==> config.mk <==
export PLATFORM = sky130hd
export DESIGN_NAME = fmt_gated_accum
export DESIGN_NICKNAME = d
export VERILOG_FILES = /design/src/rtl/fmt_pkg.sv /design/src/rtl/fmt_gated_accum.sv /design/src/rtl/fmt_serdiv.sv
export SDC_FILE = /design/constraint.sdc
export NUM_CORES = 2
export LEC_CHECK = 0
export BUFFER_PORTS_ARGS = -buffer_cell sky130_fd_sc_hd__buf_2
export CELL_PAD_IN_SITES_DETAIL_PLACEMENT = 1
export CELL_PAD_IN_SITES_GLOBAL_PLACEMENT = 1
export CORE_UTILIZATION = 35
export DETAILED_ROUTE_END_ITERATION = 10
export HOLD_SLACK_MARGIN = 0.03
export PLACE_DENSITY_LB_ADDON = 0.1
export SYNTH_ARGS = -nofsm -noshare
export SYNTH_HDL_FRONTEND = slang
export SYNTH_SLANG_ARGS = --single-unit
export TNS_END_PERCENT = 5
==> constraint.sdc <==
create_clock -name core_clk -period 13.55 [get_ports core_clk]
set_clock_uncertainty 0.05 [all_clocks]
set_input_delay 0.6775 -clock core_clk [delete_from_list [all_inputs] [get_ports core_clk]]
set_output_delay 0.6775 -clock core_clk [all_outputs]
set_load 0.05 [all_outputs]
==> src/rtl/fmt_pkg.sv <==
// Purpose: Shared constants for the flow meter test-mode gated accumulator
// Assumes: 250 MHz core clock
// Notes:   Times kept in their own units, cycle counts derived from them
package fmt_pkg;

   // ==========================================================
   // Clock
   localparam longint unsigned CLK_KHZ       = 64'd250000;

   // ==========================================================
   // Times in their own units
   localparam longint unsigned ENTRY_MS      = 64'd1000;
   localparam longint unsigned SEC_MS        = 64'd1000;
   localparam longint unsigned SETTLE_MS     = 64'd2000;
   localparam longint unsigned STARTUP_MS    = 64'd16000;
   localparam longint unsigned PULSE_US      = 64'd2500;
   localparam longint unsigned GAP_MS        = 64'd30;
   localparam longint unsigned MEAS_MS       = 64'd1000;

   // ==========================================================
   // Derived cycle counts
   localparam longint unsigned ENTRY_CYC     = ENTRY_MS * CLK_KHZ;
   localparam longint unsigned SEC_CYC       = SEC_MS * CLK_KHZ;
   localparam longint unsigned SETTLE_CYC    = SETTLE_MS * CLK_KHZ;
   localparam longint unsigned STARTUP_CYC   = STARTUP_MS * CLK_KHZ;
   localparam longint unsigned PULSE_CYC     = (PULSE_US * CLK_KHZ) / 64'd1000;
   localparam longint unsigned GAP_CYC       = GAP_MS * CLK_KHZ;
   localparam longint unsigned MEAS_CYC      = MEAS_MS * CLK_KHZ;

   // ==========================================================
   // Behaviour constants
   localparam int unsigned     TEST_SPEEDUP  = 4;
   localparam logic [31:0]     STRAP_AT_CYC  = 32'h0000_0003;
   localparam logic [7:0]      MAX_PULSES    = 8'h80;
   localparam int unsigned     FRAC_W        = 8;
   localparam logic [3:0]      BURST_LAST    = 4'hf;
   localparam int unsigned     VOL_W         = 24;
   localparam int unsigned     TIM_W         = 28;
   localparam int unsigned     ACC_W         = 40;

   // ==========================================================
   // Test sequencer states, Gray along the usual path
   typedef enum logic [2:0]
   {
      FMT_DISARM = 3'h0,
      FMT_ARMED  = 3'h1,
      FMT_FIRST  = 3'h3,
      FMT_DIVF   = 3'h2,
      FMT_RUN    = 3'h6,
      FMT_DIVL   = 3'h7,
      FMT_SETTLE = 3'h5,
      FMT_READY  = 3'h4
   } fmt_state_e;

   // Pulse emitter phases
   typedef enum logic [1:0]
   {
      FMT_PH_IDLE = 2'h0,
      FMT_PH_HI   = 2'h1,
      FMT_PH_LO   = 2'h3,
      FMT_PH_GAP  = 2'h2
   } fmt_phase_e;

endpackage : fmt_pkg

==> src/rtl/fmt_gated_accum.sv <==
// Purpose: Verification-mode strap, gated volume accumulation, pulse emission
// Assumes: Measuring engine answers each meas_start with one flow_vol_valid
// Notes:   flow_vol is signed, pulse units with FRAC_W fraction bits
//
// Behaviour
// - Gate low at power-up enters verification mode after one second
// - Verification mode runs measuring routines four times as often
// - Verification mode is left only by reset
// - Gate low runs a test; volume accumulates only meanwhile
// - Test volume is presented for serial readout
// - Accumulator uses the same interval results as pulse computation
// - First and last intervals are scaled by their in-test fractions
// - Final value is presented two seconds after gate release
// - Pulses stop at once when the gate is released
// - Pulse count is scheduled per one-second interval
// - Each pulse lasts 2.5 ms, between two and five
// - Output is invalid for sixteen seconds after power-up
// - No pulses for flow below cut-off or negative
// - Pulse count saturates at 128 per second
// - Pulses go out in bursts with 30 ms gaps
`timescale 1ns/1ns
`default_nettype none
module fmt_gated_accum
   import fmt_pkg::*;
#(
   parameter int unsigned ENTRY_N   = 32'(ENTRY_CYC),
   parameter int unsigned SEC_N     = 32'(SEC_CYC),
   parameter int unsigned SETTLE_N  = 32'(SETTLE_CYC),
   parameter int unsigned STARTUP_N = 32'(STARTUP_CYC),
   parameter int unsigned PULSE_N   = 32'(PULSE_CYC),
   parameter int unsigned GAP_N     = 32'(GAP_CYC),
   parameter int unsigned MEAS_N    = 32'(MEAS_CYC),
   parameter logic signed [VOL_W-1:0] MIN_CUTOFF = 24'h000001
)
(
   // Clock and reset
   input  wire logic                    core_clk,
   input  wire logic                    rst,
   // Gate / strap pin, low when grounded
   input  wire logic                    gate_pin_n,
   // Measuring engine
   output logic                         meas_start,
   input  wire logic                    flow_vol_valid,
   input  wire logic signed [VOL_W-1:0] flow_vol,
   // Status
   output logic                         verif_mode,
   output logic                         out_valid,
   output logic                         test_running,
   // Serial readout data
   output logic             [ACC_W-1:0] test_vol,
   output logic                         test_vol_valid,
   // Pulse output
   output logic                         pulse_out
);

   localparam int unsigned NUM_W = VOL_W + TIM_W;

   logic              gate_m_r, gate_s_r;
   logic [31:0]       boot_r;
   logic              strap_r, verif_r, valid_r;
   logic [TIM_W-1:0]  meas_cnt_r, period, since_r, tb1_r, t_last;
   logic              meas_r;
   fmt_state_e        st_r;
   logic [ACC_W-1:0]  acc_r;
   logic [31:0]       settle_r;
   logic              rdy_r, inhib_r;
   logic [VOL_W-1:0]  last_mag_r, cur_mag;
   logic              last_neg_r;
   logic              go_r, neg_r, dv_done;
   logic [NUM_W-1:0]  num_r, dv_quo;
   logic [TIM_W-1:0]  den_r;
   logic [31:0]       sec_r, ptmr_r;
   logic signed [31:0] sacc_r, sacc_in;
   logic [7:0]        pend_r, cnt_nxt;
   fmt_phase_e        ph_r;
   logic [3:0]        burst_r;
   logic              pulse_r, pen;

   // ==========================================================
   // Pin synchroniser
   always_ff @(posedge core_clk)
   begin
      if (rst)
      begin
         gate_m_r <= 1'b1;
         gate_s_r <= 1'b1;
      end
      else
      begin
         gate_m_r <= gate_pin_n;
         gate_s_r <= gate_m_r;
      end
   end

   // ==========================================================
   // Power-up timing and mode entry
   always_ff @(posedge core_clk)
   begin
      if (rst)
      begin
         boot_r  <= '0;
         strap_r <= 1'b0;
         verif_r <= 1'b0;
         valid_r <= 1'b0;
      end
      else
      begin
         if (boot_r != STARTUP_N)
            boot_r <= boot_r + 32'h1;
         if (boot_r == STRAP_AT_CYC)
            strap_r <= !gate_s_r;
         if (boot_r == ENTRY_N && strap_r)
            verif_r <= 1'b1;
         if (boot_r == STARTUP_N)
            valid_r <= 1'b1;
      end
   end

   // ==========================================================
   // Measuring interval ticks
   // Quarter period in verification mode
   assign period = verif_r ? TIM_W'(MEAS_N / TEST_SPEEDUP) : TIM_W'(MEAS_N);

   always_ff @(posedge core_clk)
   begin
      if (rst)
      begin
         meas_cnt_r <= '0;
         meas_r     <= 1'b0;
      end
      else
      begin
         meas_r <= (meas_cnt_r >= period - TIM_W'(1));
         if (meas_cnt_r >= period - TIM_W'(1))
            meas_cnt_r <= '0;
         else
            meas_cnt_r <= meas_cnt_r + TIM_W'(1);
      end
   end

   // Time since the last interval result, saturating
   always_ff @(posedge core_clk)
   begin
      if (rst)
         since_r <= '0;
      else if (flow_vol_valid)
         since_r <= '0;
      else if (since_r != '1)
         since_r <= since_r + TIM_W'(1);
   end

   assign cur_mag = flow_vol[VOL_W-1] ? VOL_W'(-flow_vol) : flow_vol;
   // Counter reads one less than the cycles elapsed, hence the added one
   assign t_last  = (st_r == FMT_FIRST) ? (since_r - tb1_r) : (since_r + TIM_W'(1));

   // ==========================================================
   // Test sequencer and accumulator
   always_ff @(posedge core_clk)
   begin
      if (rst)
      begin
         st_r       <= FMT_DISARM;
         acc_r      <= '0;
         settle_r   <= '0;
         rdy_r      <= 1'b0;
         inhib_r    <= 1'b0;
         tb1_r      <= '0;
         last_mag_r <= '0;
         last_neg_r <= 1'b0;
         go_r       <= 1'b0;
         neg_r      <= 1'b0;
         num_r      <= '0;
         den_r      <= '0;
      end
      else
      begin
         go_r <= 1'b0;
         if (flow_vol_valid)
         begin
            last_mag_r <= cur_mag;
            last_neg_r <= flow_vol[VOL_W-1];
         end
         case (st_r)
            FMT_DISARM:
               if (verif_r && valid_r && gate_s_r)
                  st_r <= FMT_ARMED;
            FMT_ARMED, FMT_READY:
               if (!gate_s_r)
               begin
                  acc_r   <= '0;
                  rdy_r   <= 1'b0;
                  inhib_r <= 1'b0;
                  // Result in the start cycle counts wholly outside the test
                  tb1_r   <= flow_vol_valid ? '1 : since_r;
                  st_r    <= FMT_FIRST;
               end
            FMT_FIRST:
               if (flow_vol_valid)
               begin
                  // Share of V1 after the start
                  num_r <= NUM_W'(cur_mag * t_last);
                  den_r <= (since_r == '1) ? since_r : (since_r + TIM_W'(1));
                  neg_r <= flow_vol[VOL_W-1];
                  go_r  <= 1'b1;
                  st_r  <= FMT_DIVF;
               end
               else if (gate_s_r)
               begin
                  num_r   <= NUM_W'(last_mag_r * t_last);
                  den_r   <= period;
                  neg_r   <= last_neg_r;
                  go_r    <= 1'b1;
                  inhib_r <= 1'b1;
                  st_r    <= FMT_DIVL;
               end
            FMT_DIVF:
               if (dv_done)
               begin
                  acc_r <= neg_r ? acc_r - ACC_W'(dv_quo) : acc_r + ACC_W'(dv_quo);
                  st_r  <= FMT_RUN;
               end
            FMT_RUN:
               if (flow_vol_valid)
                  acc_r <= acc_r + ACC_W'(flow_vol);
               else if (gate_s_r)
               begin
                  // Elapsed share of Vn before the stop
                  num_r   <= NUM_W'(last_mag_r * t_last);
                  den_r   <= period;
                  neg_r   <= last_neg_r;
                  go_r    <= 1'b1;
                  inhib_r <= 1'b1;
                  st_r    <= FMT_DIVL;
               end
            FMT_DIVL:
               if (dv_done)
               begin
                  acc_r    <= neg_r ? acc_r - ACC_W'(dv_quo) : acc_r + ACC_W'(dv_quo);
                  settle_r <= '0;
                  st_r     <= FMT_SETTLE;
               end
            FMT_SETTLE:
               if (settle_r >= SETTLE_N - 32'h1)
               begin
                  rdy_r <= 1'b1;
                  st_r  <= FMT_READY;
               end
               else
                  settle_r <= settle_r + 32'h1;
            default:
               st_r <= FMT_DISARM;
         endcase
      end
   end

   fmt_serdiv
   #(
      .NUM_W (NUM_W),
      .DEN_W (TIM_W)
   )
   u_div
   (
      .core_clk (core_clk),
      .rst      (rst),
      .start    (go_r),
      .num      (num_r),
      .den      (den_r),
      .busy     (),
      .done     (dv_done),
      .quo      (dv_quo)
   );

   // ==========================================================
   // Per-second pulse count
   // Results below cut-off or negative are dropped before summing
   assign sacc_in = (flow_vol_valid && flow_vol >= MIN_CUTOFF) ? 32'(flow_vol) : 32'sh0;

   always_comb
   begin
      if (sacc_r <= 32'sh0)
         cnt_nxt = 8'h00;
      else if ((sacc_r >>> FRAC_W) >= 32'(MAX_PULSES))
         cnt_nxt = MAX_PULSES;
      else
         cnt_nxt = 8'(sacc_r >>> FRAC_W);
   end

   assign pen = valid_r && !inhib_r;

   always_ff @(posedge core_clk)
   begin
      if (rst)
      begin
         sec_r  <= '0;
         sacc_r <= '0;
         pend_r <= '0;
      end
      else
      begin
         if (sec_r >= SEC_N - 32'h1)
         begin
            sec_r  <= '0;
            // Fraction carries over; whole pulses above MAX_PULSES, or counted while pen is low, are lost
            sacc_r <= 32'(sacc_r[FRAC_W-1:0]) + sacc_in;
            pend_r <= pen ? cnt_nxt : 8'h00;
         end
         else
         begin
            sec_r  <= sec_r + 32'h1;
            sacc_r <= sacc_r + sacc_in;
            if (!pen)
               pend_r <= 8'h00;
            else if (ph_r == FMT_PH_IDLE && pend_r != 8'h00)
               pend_r <= pend_r - 8'h01;
         end
      end
   end

   // ==========================================================
   // Pulse shaper
   // 16-pulse bursts at 200 Hz with 30 ms gaps fit 128 within a second
   always_ff @(posedge core_clk)
   begin
      if (rst || !pen)
      begin
         ph_r    <= FMT_PH_IDLE;
         ptmr_r  <= '0;
         burst_r <= '0;
         pulse_r <= 1'b0;
      end
      else
      begin
         case (ph_r)
            FMT_PH_IDLE:
               if (pend_r != 8'h00)
               begin
                  pulse_r <= 1'b1;
                  ptmr_r  <= PULSE_N - 32'h1;
                  ph_r    <= FMT_PH_HI;
               end
            FMT_PH_HI:
               if (ptmr_r == '0)
               begin
                  pulse_r <= 1'b0;
                  ptmr_r  <= PULSE_N - 32'h1;
                  ph_r    <= FMT_PH_LO;
               end
               else
                  ptmr_r <= ptmr_r - 32'h1;
            FMT_PH_LO:
               if (ptmr_r != '0)
                  ptmr_r <= ptmr_r - 32'h1;
               else if (burst_r == BURST_LAST)
               begin
                  burst_r <= '0;
                  ptmr_r  <= GAP_N - 32'h1;
                  ph_r    <= FMT_PH_GAP;
               end
               else
               begin
                  burst_r <= burst_r + 4'h1;
                  ph_r    <= FMT_PH_IDLE;
               end
            FMT_PH_GAP:
               if (ptmr_r == '0)
                  ph_r <= FMT_PH_IDLE;
               else
                  ptmr_r <= ptmr_r - 32'h1;
            default:
               ph_r <= FMT_PH_IDLE;
         endcase
         // Fresh burst each second, so every second shows one pattern
         if (sec_r >= SEC_N - 32'h1)
            burst_r <= '0;
      end
   end

   // ==========================================================
   // Outputs
   assign meas_start     = meas_r;
   assign verif_mode     = verif_r;
   assign out_valid      = valid_r;
   assign test_running   = (st_r == FMT_FIRST) || (st_r == FMT_DIVF) || (st_r == FMT_RUN);
   assign test_vol       = acc_r;
   assign test_vol_valid = rdy_r;
   assign pulse_out      = pulse_r;

endmodule : fmt_gated_accum
`default_nettype wire

==> src/rtl/fmt_serdiv.sv <==
// Purpose: Serial restoring unsigned divider, one quotient bit per cycle
// Assumes: den nonzero; start ignored while busy
// Notes:   Takes NUM_W cycles; done is a one-cycle pulse
`timescale 1ns/1ns
`default_nettype none
module fmt_serdiv
   import fmt_pkg::*;
#(
   parameter int unsigned NUM_W = 52,
   parameter int unsigned DEN_W = 28
)
(
   // Clock and reset
   input  wire logic             core_clk,
   input  wire logic             rst,
   // Request
   input  wire logic             start,
   input  wire logic [NUM_W-1:0] num,
   input  wire logic [DEN_W-1:0] den,
   // Answer
   output logic                  busy,
   output logic                  done,
   output logic      [NUM_W-1:0] quo
);
   localparam int unsigned CNT_W = $clog2(NUM_W + 1);

   logic [DEN_W-1:0] rem_r;
   logic [NUM_W-1:0] quo_r;
   logic [DEN_W-1:0] den_r;
   logic [CNT_W-1:0] cnt_r;
   logic             busy_r;
   logic             done_r;
   logic [DEN_W:0]   trial;
   logic             ge;
   logic [DEN_W:0]   rem_nxt;

   // ==========================================================
   // One restoring step
   always_comb
   begin
      trial   = {rem_r, quo_r[NUM_W-1]};
      ge      = (trial >= {1'b0, den_r});
      rem_nxt = ge ? (trial - {1'b0, den_r}) : trial;
   end

   always_ff @(posedge core_clk)
   begin
      if (rst)
      begin
         rem_r  <= '0;
         quo_r  <= '0;
         den_r  <= '0;
         cnt_r  <= '0;
         busy_r <= 1'b0;
         done_r <= 1'b0;
      end
      else
      begin
         done_r <= 1'b0;
         if (start && !busy_r)
         begin
            quo_r  <= num;
            den_r  <= den;
            rem_r  <= '0;
            cnt_r  <= CNT_W'(NUM_W);
            busy_r <= 1'b1;
         end
         else if (busy_r)
         begin
            rem_r <= rem_nxt[DEN_W-1:0];
            quo_r <= {quo_r[NUM_W-2:0], ge};
            cnt_r <= cnt_r - CNT_W'(1);
            if (cnt_r == CNT_W'(1))
            begin
               busy_r <= 1'b0;
               done_r <= 1'b1;
            end
         end
      end
   end

   assign busy = busy_r;
   assign done = done_r;
   assign quo  = quo_r;

endmodule : fmt_serdiv
`default_nettype wire

; ---- Word-level counts from Yosys, hierarchy flattened
; Cells that the tools add are included.
[classes]
n_addsub = 18
multipliers = 2
n_lt_le_gt_ge = 7
n_eq_ne = 36
muxes = 77
n_bitwise = 3
n_reduce_logical = 46
[op_table]
columns = cell, n
row1 = $mux 32, 9
row2 = $mux 52, 5
row3 = $mux 28, 8
row4 = $mux 40, 4
row5 = $pmux 32 s4, 1
row6 = $pmux 40 s3, 1
row7 = $mul 24x28->52, 2
row8 = $pmux 52 s2, 1
row9 = $add 32x1->32 const B, 3
row10 = $add 40x40->40, 2
row11 = $pmux 32 s2, 1
row12 = $add 28x1->28 const B, 2
row13 = $pmux 28 s2, 1
row14 = $sub 28x28->28, 2
row15 = $mux 8, 6
row16 = $sub 40x40->40, 1
row17 = $add 32x32->32, 1
row18 = $add 8x32->32, 1
row19 = $eq 32x2->1 const B, 1
row20 = $eq 32x28->1 const B, 1
row21 = $eq 32x32->1 const B, 1
row22 = $ge 32x28->1 const B, 1
row23 = $ge 32x29->1 const B, 1
row24 = $le 32x1->1 const B, 1
row25 = other kinds (50), 132
[totals]
register_bits = 533
word_cells = 224

; ---- Logic depth before layout (Yosys ltp)
[logic_depth]
word_depth = 6
mapped_depth = 42
ltp_nobuf = 40

; ---- Hierarchy
; From an unflattened synthesis, not the netlist that was laid out.
[unflattened]
cells_unflattened = 9122
area_unflattened_um2 = 75117.0
[by_module_without_submodules]
columns = module, instances, cells_each, area_each_um2, seq_area_each_um2
row1 = fmt_gated_accum, 1, 8280, 68520.7, 8348.0
row2 = fmt_serdiv, 1, 842, 6596.3, 2322.2

; ---- Worst setup path after synthesis
; No wires, ideal clock.
[synth_timing]
path_type = reg-to-reg
startpoint = register since_r[0]
endpoint = register num_r[47]
setup_ps = 122
arrival_ps = 9257
path_slack_ps = 4121
path_stages_with_launch = 40
n_path_buf = 2
period_less_slack_ps = 9429
path_cell_list = dfxtp_1 -> inv_1 -> ha_1 -> inv_1 -> fa_1 -> a21o_1 -> a21oi_2 -> o21ai_1 -> a31oi_1 -> a2bb2oi_1 -> o211a_1 -> o31ai_2 -> a21oi_1 -> mux2i_1 -> clkbuf_1 -> nor3_1 -> fa_1 -> inv_1 -> (+4 left out) -> fa_1 -> fa_1 -> inv_1 -> fa_1 -> inv_1 -> ha_1 -> clkbuf_1 -> a21oi_1 -> o21ai_1 -> a32oi_1 -> a31oi_1 -> a21oi_2 -> o221ai_2 -> a221oi_2 -> o31a_2 -> nor4b_1 -> nor3_1 -> a311o_1
[synth_between]
elab_chain_cells = 6
word_cells_on_any_way = 9
classes_between = add/sub (2) / mul (2) / mux (5)
[synth_rtl]
columns = item, line_no
row1 = start: declaration, fmt_gated_accum.sv:61  ; logic [TIM_W-1:0] meas_cnt_r, period, since_r, tb1_r, t_last;
row2 = start signal: assignment, fmt_gated_accum.sv:149  ; since_r <= since_r + TIM_W'(1);
row3 = $add 28x1->28 / $sub 28x28->28 (equally long branches), fmt_gated_accum.sv:154  ; assign t_last = (st_r == FMT_FIRST) ? (since_r - tb1_r) : (since_r + TIM_W'(1));
row4 = $mux 28 (*), fmt_gated_accum.sv:154
row5 = $mul 24x28->52, "fmt_gated_accum.sv:209, fmt_gated_accum.sv:228"
row6 = $mux 52, "fmt_gated_accum.sv:207, fmt_gated_accum.sv:225"
row7 = $mux 52 (on tied branches), "fmt_gated_accum.sv:223, fmt_gated_accum.sv:198"
row8 = $pmux 52 s2 (*), fmt_gated_accum.sv:183  ; case (st_r)
row9 = end signal: assignment, fmt_gated_accum.sv:201  ; num_r <= NUM_W'(cur_mag * t_last);
row10 = end signal: assignment, fmt_gated_accum.sv:209  ; num_r <= NUM_W'(last_mag_r * t_last);
row11 = end signal: assignment, fmt_gated_accum.sv:228  ; num_r <= NUM_W'(last_mag_r * t_last);
row12 = end: declaration, fmt_gated_accum.sv:70  ; logic [NUM_W-1:0] num_r, dv_quo;
; Every way passes the cells marked *; elsewhere a longest branch is shown, timed or not. The select of a mux whose other input is x is not followed.
; A chain may end at the register's enable or synchronous reset.

; ---- Worst setup path in the final report
[layout_timing]
startpoint = register st_r[0]
endpoint = register num_r[38]
[layout_between]
elab_chain_cells = 6
word_cells_on_any_way = 12
classes_between = mul (2) / eq/ne (3) / mux (5) / reduce/logical (2)
[layout_rtl]
columns = item, line_no
row1 = start: declaration, fmt_gated_accum.sv:63  ; fmt_state_e st_r;
row2 = start signal: assignment, fmt_gated_accum.sv:162  ; st_r <= FMT_DISARM;
row3 = start signal: assignment, fmt_gated_accum.sv:186  ; st_r <= FMT_ARMED;
row4 = start signal: assignment, fmt_gated_accum.sv:195  ; st_r <= FMT_FIRST;
row5 = $eq 3x2->1, "fmt_gated_accum.sv:154, fmt_gated_accum.sv:183"
row6 = $mux 28, fmt_gated_accum.sv:154
row7 = $mul 24x28->52, "fmt_gated_accum.sv:209, fmt_gated_accum.sv:228"
row8 = $mux 52, "fmt_gated_accum.sv:207, fmt_gated_accum.sv:225"
row9 = $mux 52 (on tied branches), "fmt_gated_accum.sv:223, fmt_gated_accum.sv:198"
row10 = $pmux 52 s2, fmt_gated_accum.sv:183
; Several ways; a longest one is shown, not always the timed one. The select of a mux whose other input is x is not followed.

==> metrics <==
placed insts between 10,000 and 15,000; pwr dens approximately 56 nW/µm²; clock-pin slew on the worst setup and hold paths 0.06 ns; # setup viols final 0; Ports 74; H-Tree Depth 3; EDFF count, synth 0; 1st-iter DRT viols 3,652; Worst R2R End num_r[38]$_SDFFE_PP0P_; chip height 464 µm; fin util 0.381; final setup TNS 0 ns; RR Startpoint st_r[0]$_SDFFE_PP0P_; type of the worst setup path flop to flop; chip width around 460 µm; Detail Placement HPWL 214,000 µm; share of cells above drive strength 1 0.0540; LEAKAGE 38.0 nW; Buffers on Ports 73; number of gates resized after CTS 0; Slew @ Worst Pin about 1.5 ns; main flop type after synthesis dfxtp_1; number of global-route vias before repair 67,869; area grow syn2layout 8.39%; failing checks design-rule violations; Mapped Area 74,600 µm²; wire per inst 24.2 µm; Die ar. 215,000 µm²; first-pass GRT wire length 434,000 µm; worst hold path type input port to flop; initial antenna violation count 10; worst relative slew slack 0.0285; count of clock tree sinks 533; Setup crit start kind flop; maximum operating frequency 0.0862 GHz; GRT overflow 0; number of vias per cell approximately 5.3; cells after synthesis 9,064; Synth warnings 0; Final period util 0.856; Antenna Nets Post-Route 0; sequential share of the synthesized area 0.143; minimum clock period after layout 11.61 ns; asr flop ratio synth 0; gr usage total 0.267; setup bufs post-CTS 0; status complete, but fails checks; Hold Fails Final Rpt 0; Via Count 62,413; hold path start gate_pin_n; critical path fanouts, max 31; hold buffer count at CTS 0; DRT Wirelength about 280,000 µm; Worst R2R Setup Slack 1.94 ns; RSZ-0062 raised after global routing no; TritonCTS clock tree done; DRC 44; final cell count without fillers 11,767; total CTS buffers 70; Crit-path slowest cell o21a_2; Slew Limit Fails 0; WHS Endpoint gate_m_r$_SDFF_PP1_; root buffer cell clkbuf_16; First-pass DRT Iterations 9; critical path required time 14.07 ns; Peak VDD IR 0.0703 mV; Setup crit end kind flop; arrival time worst endpoint roughly 12 ns; Initial Utilization 0.352; Core Area between 200,000 and 250,000 µm²; Worst Hold Depth 2; row cnt between 150 and 200; Yosys reg bits 533; largest net degree at the start of global routing roughly 110; RD Place Congestion 0.946; max cap viols 0; Unique masters post-synth 100; Clock Latency Late Sink 0.70 ns; CTS Buffer Depth 3; Worst R2R Path Depth 29; delay of the slowest cell on the worst path roughly 0.92 ns; fin nets between 10,000 and 15,000; average size of a mapped cell between 8 and 9 µm²
-- synth_stat cells (59+ instances only) --
| cell | number | area share |
|---|---|---|
| a211oi_1 | 124 | 0.012 |
| a21o_1 | 128 | 0.013 |
| a21oi_1 | 460 | 0.031 |
| a31oi_1 | 75 | 0.0063 |
| and2_1 | 446 | 0.037 |
| and3_1 | 91 | 0.0076 |
| clkbuf_1 | 419 | 0.021 |
| dfxtp_1 | 533 | 0.14 |
| fa_1 | 1144 | 0.31 |
| ha_1 | 514 | 0.086 |
| inv_1 | 1442 | 0.073 |
| mux2i_1 | 72 | 0.0097 |
| nand2_1 | 1014 | 0.051 |
| nand3_1 | 138 | 0.0093 |
| nand4_1 | 59 | 0.0049 |
| nor2_1 | 927 | 0.047 |
| nor2b_1 | 60 | 0.0050 |
| nor3_1 | 139 | 0.0093 |
| o21ai_0 | 245 | 0.016 |
| xnor2_1 | 236 | 0.028 |
| xor2_1 | 209 | 0.025 |
-- layer usage --
metal	track usage	vias to the layer above	wire, µm
met2	0.453	1204	136000
li1	-	28235	-
met5	0	-	13
met3	0.0284	353	11600
met4	0.0758	2	8320
met1	0.356	32619	129000
-- power by group --
group / total (mW) / internal (mW) / switching [mW]
Combinational: 0.748 / 0.214 / 0.534
Clock: 2.12 / 1.26 / 0.860
Sequential: 1.62 / 1.58 / 0.0444
Total: 4.50 / 3.06 / 1.44
-- worst max-delay path by stage --
stage	from	endpoint	slack (ns)	cells past startpoint
2_1_floorplan	since_r[0]$_SDFFE_PP0N_	num_r[47]$_SDFFE_PP0P_	4.12	39
3_3_place_gp	st_r[0]$_SDFFE_PP0P_	num_r[42]$_SDFFE_PP0P_	2.22	30
3_5_place_dp	st_r[0]$_SDFFE_PP0P_	num_r[38]$_SDFFE_PP0P_	2.10	29
4_1_cts	st_r[0]$_SDFFE_PP0P_	num_r[38]$_SDFFE_PP0P_	2.03	29
5_1_grt	since_r[0]$_SDFFE_PP0N_	num_r[49]$_SDFFE_PP0P_	1.51	40
6_report	st_r[0]$_SDFFE_PP0P_	num_r[38]$_SDFFE_PP0P_	1.94	29
-- cell type report --
class,count,area [µm²]
clock inverters,36,591
multi-input cells,6610,57100
diodes,7,17.5
repair buffers,224,1520
fillers,25226,131000
flip-flops and latches,533,10700
well taps,2821,3530
clock buffers,93,2000
inverters,1443,5420
-- per-stage QoR --
| stage | hold WS, ns | power (mW) | worst slack [ns] | instance area, µm² |
|---|---|---|---|---|
| floorplan | 0.339 | 2.06 | 4.12 | 74700 |
| global placement | 0.365 | 2.39 | 2.22 | 78300 |
| detailed placement | 0.359 | 2.39 | 2.10 | 78300 |
| CTS | 0.0834 | 4.56 | 2.03 | 80900 |
| global route | 0.119 | 4.67 | 1.51 | 80900 |
| finish | 0.135 | 4.50 | 1.94 | 80900 |
-- sequential cells by signal, summed over array words and instances, names as in the netlist, 32 cells and up --
signal     cells
settle_r      32
sacc_r        32
boot_r        32
sec_r         32
num_r         52
ptmr_r        32
test_vol      40
u_div.quo     52
-- cell families (layout without fill, tap and decap cells) --
group | Yosys count | in the layout | share of synthesized area
buffers and inverters | 1932 | 1796 | 0.0985
AO/OA/AOI/OAI | 1355 | 1355 | 0.113
adder cells (fa/ha/maj) | 1658 | 1658 | 0.393
multiplexers | 76 | 76 | 0.0103
XOR/XNOR | 447 | 447 | 0.0526
flip-flops | 533 | 533 | 0.143
other | 1 | 19 | 0.0000502
AND/OR/NAND/NOR | 3062 | 3062 | 0.189
-- critical path: cells and delay by family, from the launching register on --
family	cells	cell delay (ns)
AOI/OAI and AO/OA	7	3.26
xor gates and xnor gates	1	0.27
DFF	1	0.59
and+or+nand+nor	6	2.44
adders and majority gates	8	3.84
buffers and inverters	7	0.92
-- cells in the final DEF (no fill, tap or decap), drive strengths merged, types with 12 or more instances in the layout --
cell    Yosys  final
and3       91     91
conb        1     12
or2        16     16
xor2      210    210
xnor2     237    237
nand2    1015   1015
a22oi      29     29
a21o      128    128
o21a       48     48
o211ai     15     15
nand3     138    138
clkinv      1     16
o31ai      14     14
nor4       37     37
ha        514    514
or3        36     36
nand4      60     60
dfxtp     533    533
nand2b     39     39
buf        69    224
a22o       17     17
a31oi      75     75
nor2b      60     60
clkbuf    420     93
o21ai     263    263
mux2i      72     72
o21bai     35     35
nor2      930    930
fa       1144   1144
a21oi     465    465
inv      1442   1446
and4       12     12
and2      449    449
nor3      142    142
a211oi    128    128
o22ai      30     30
No activity file was read; power rests on OpenSTA's default activity.
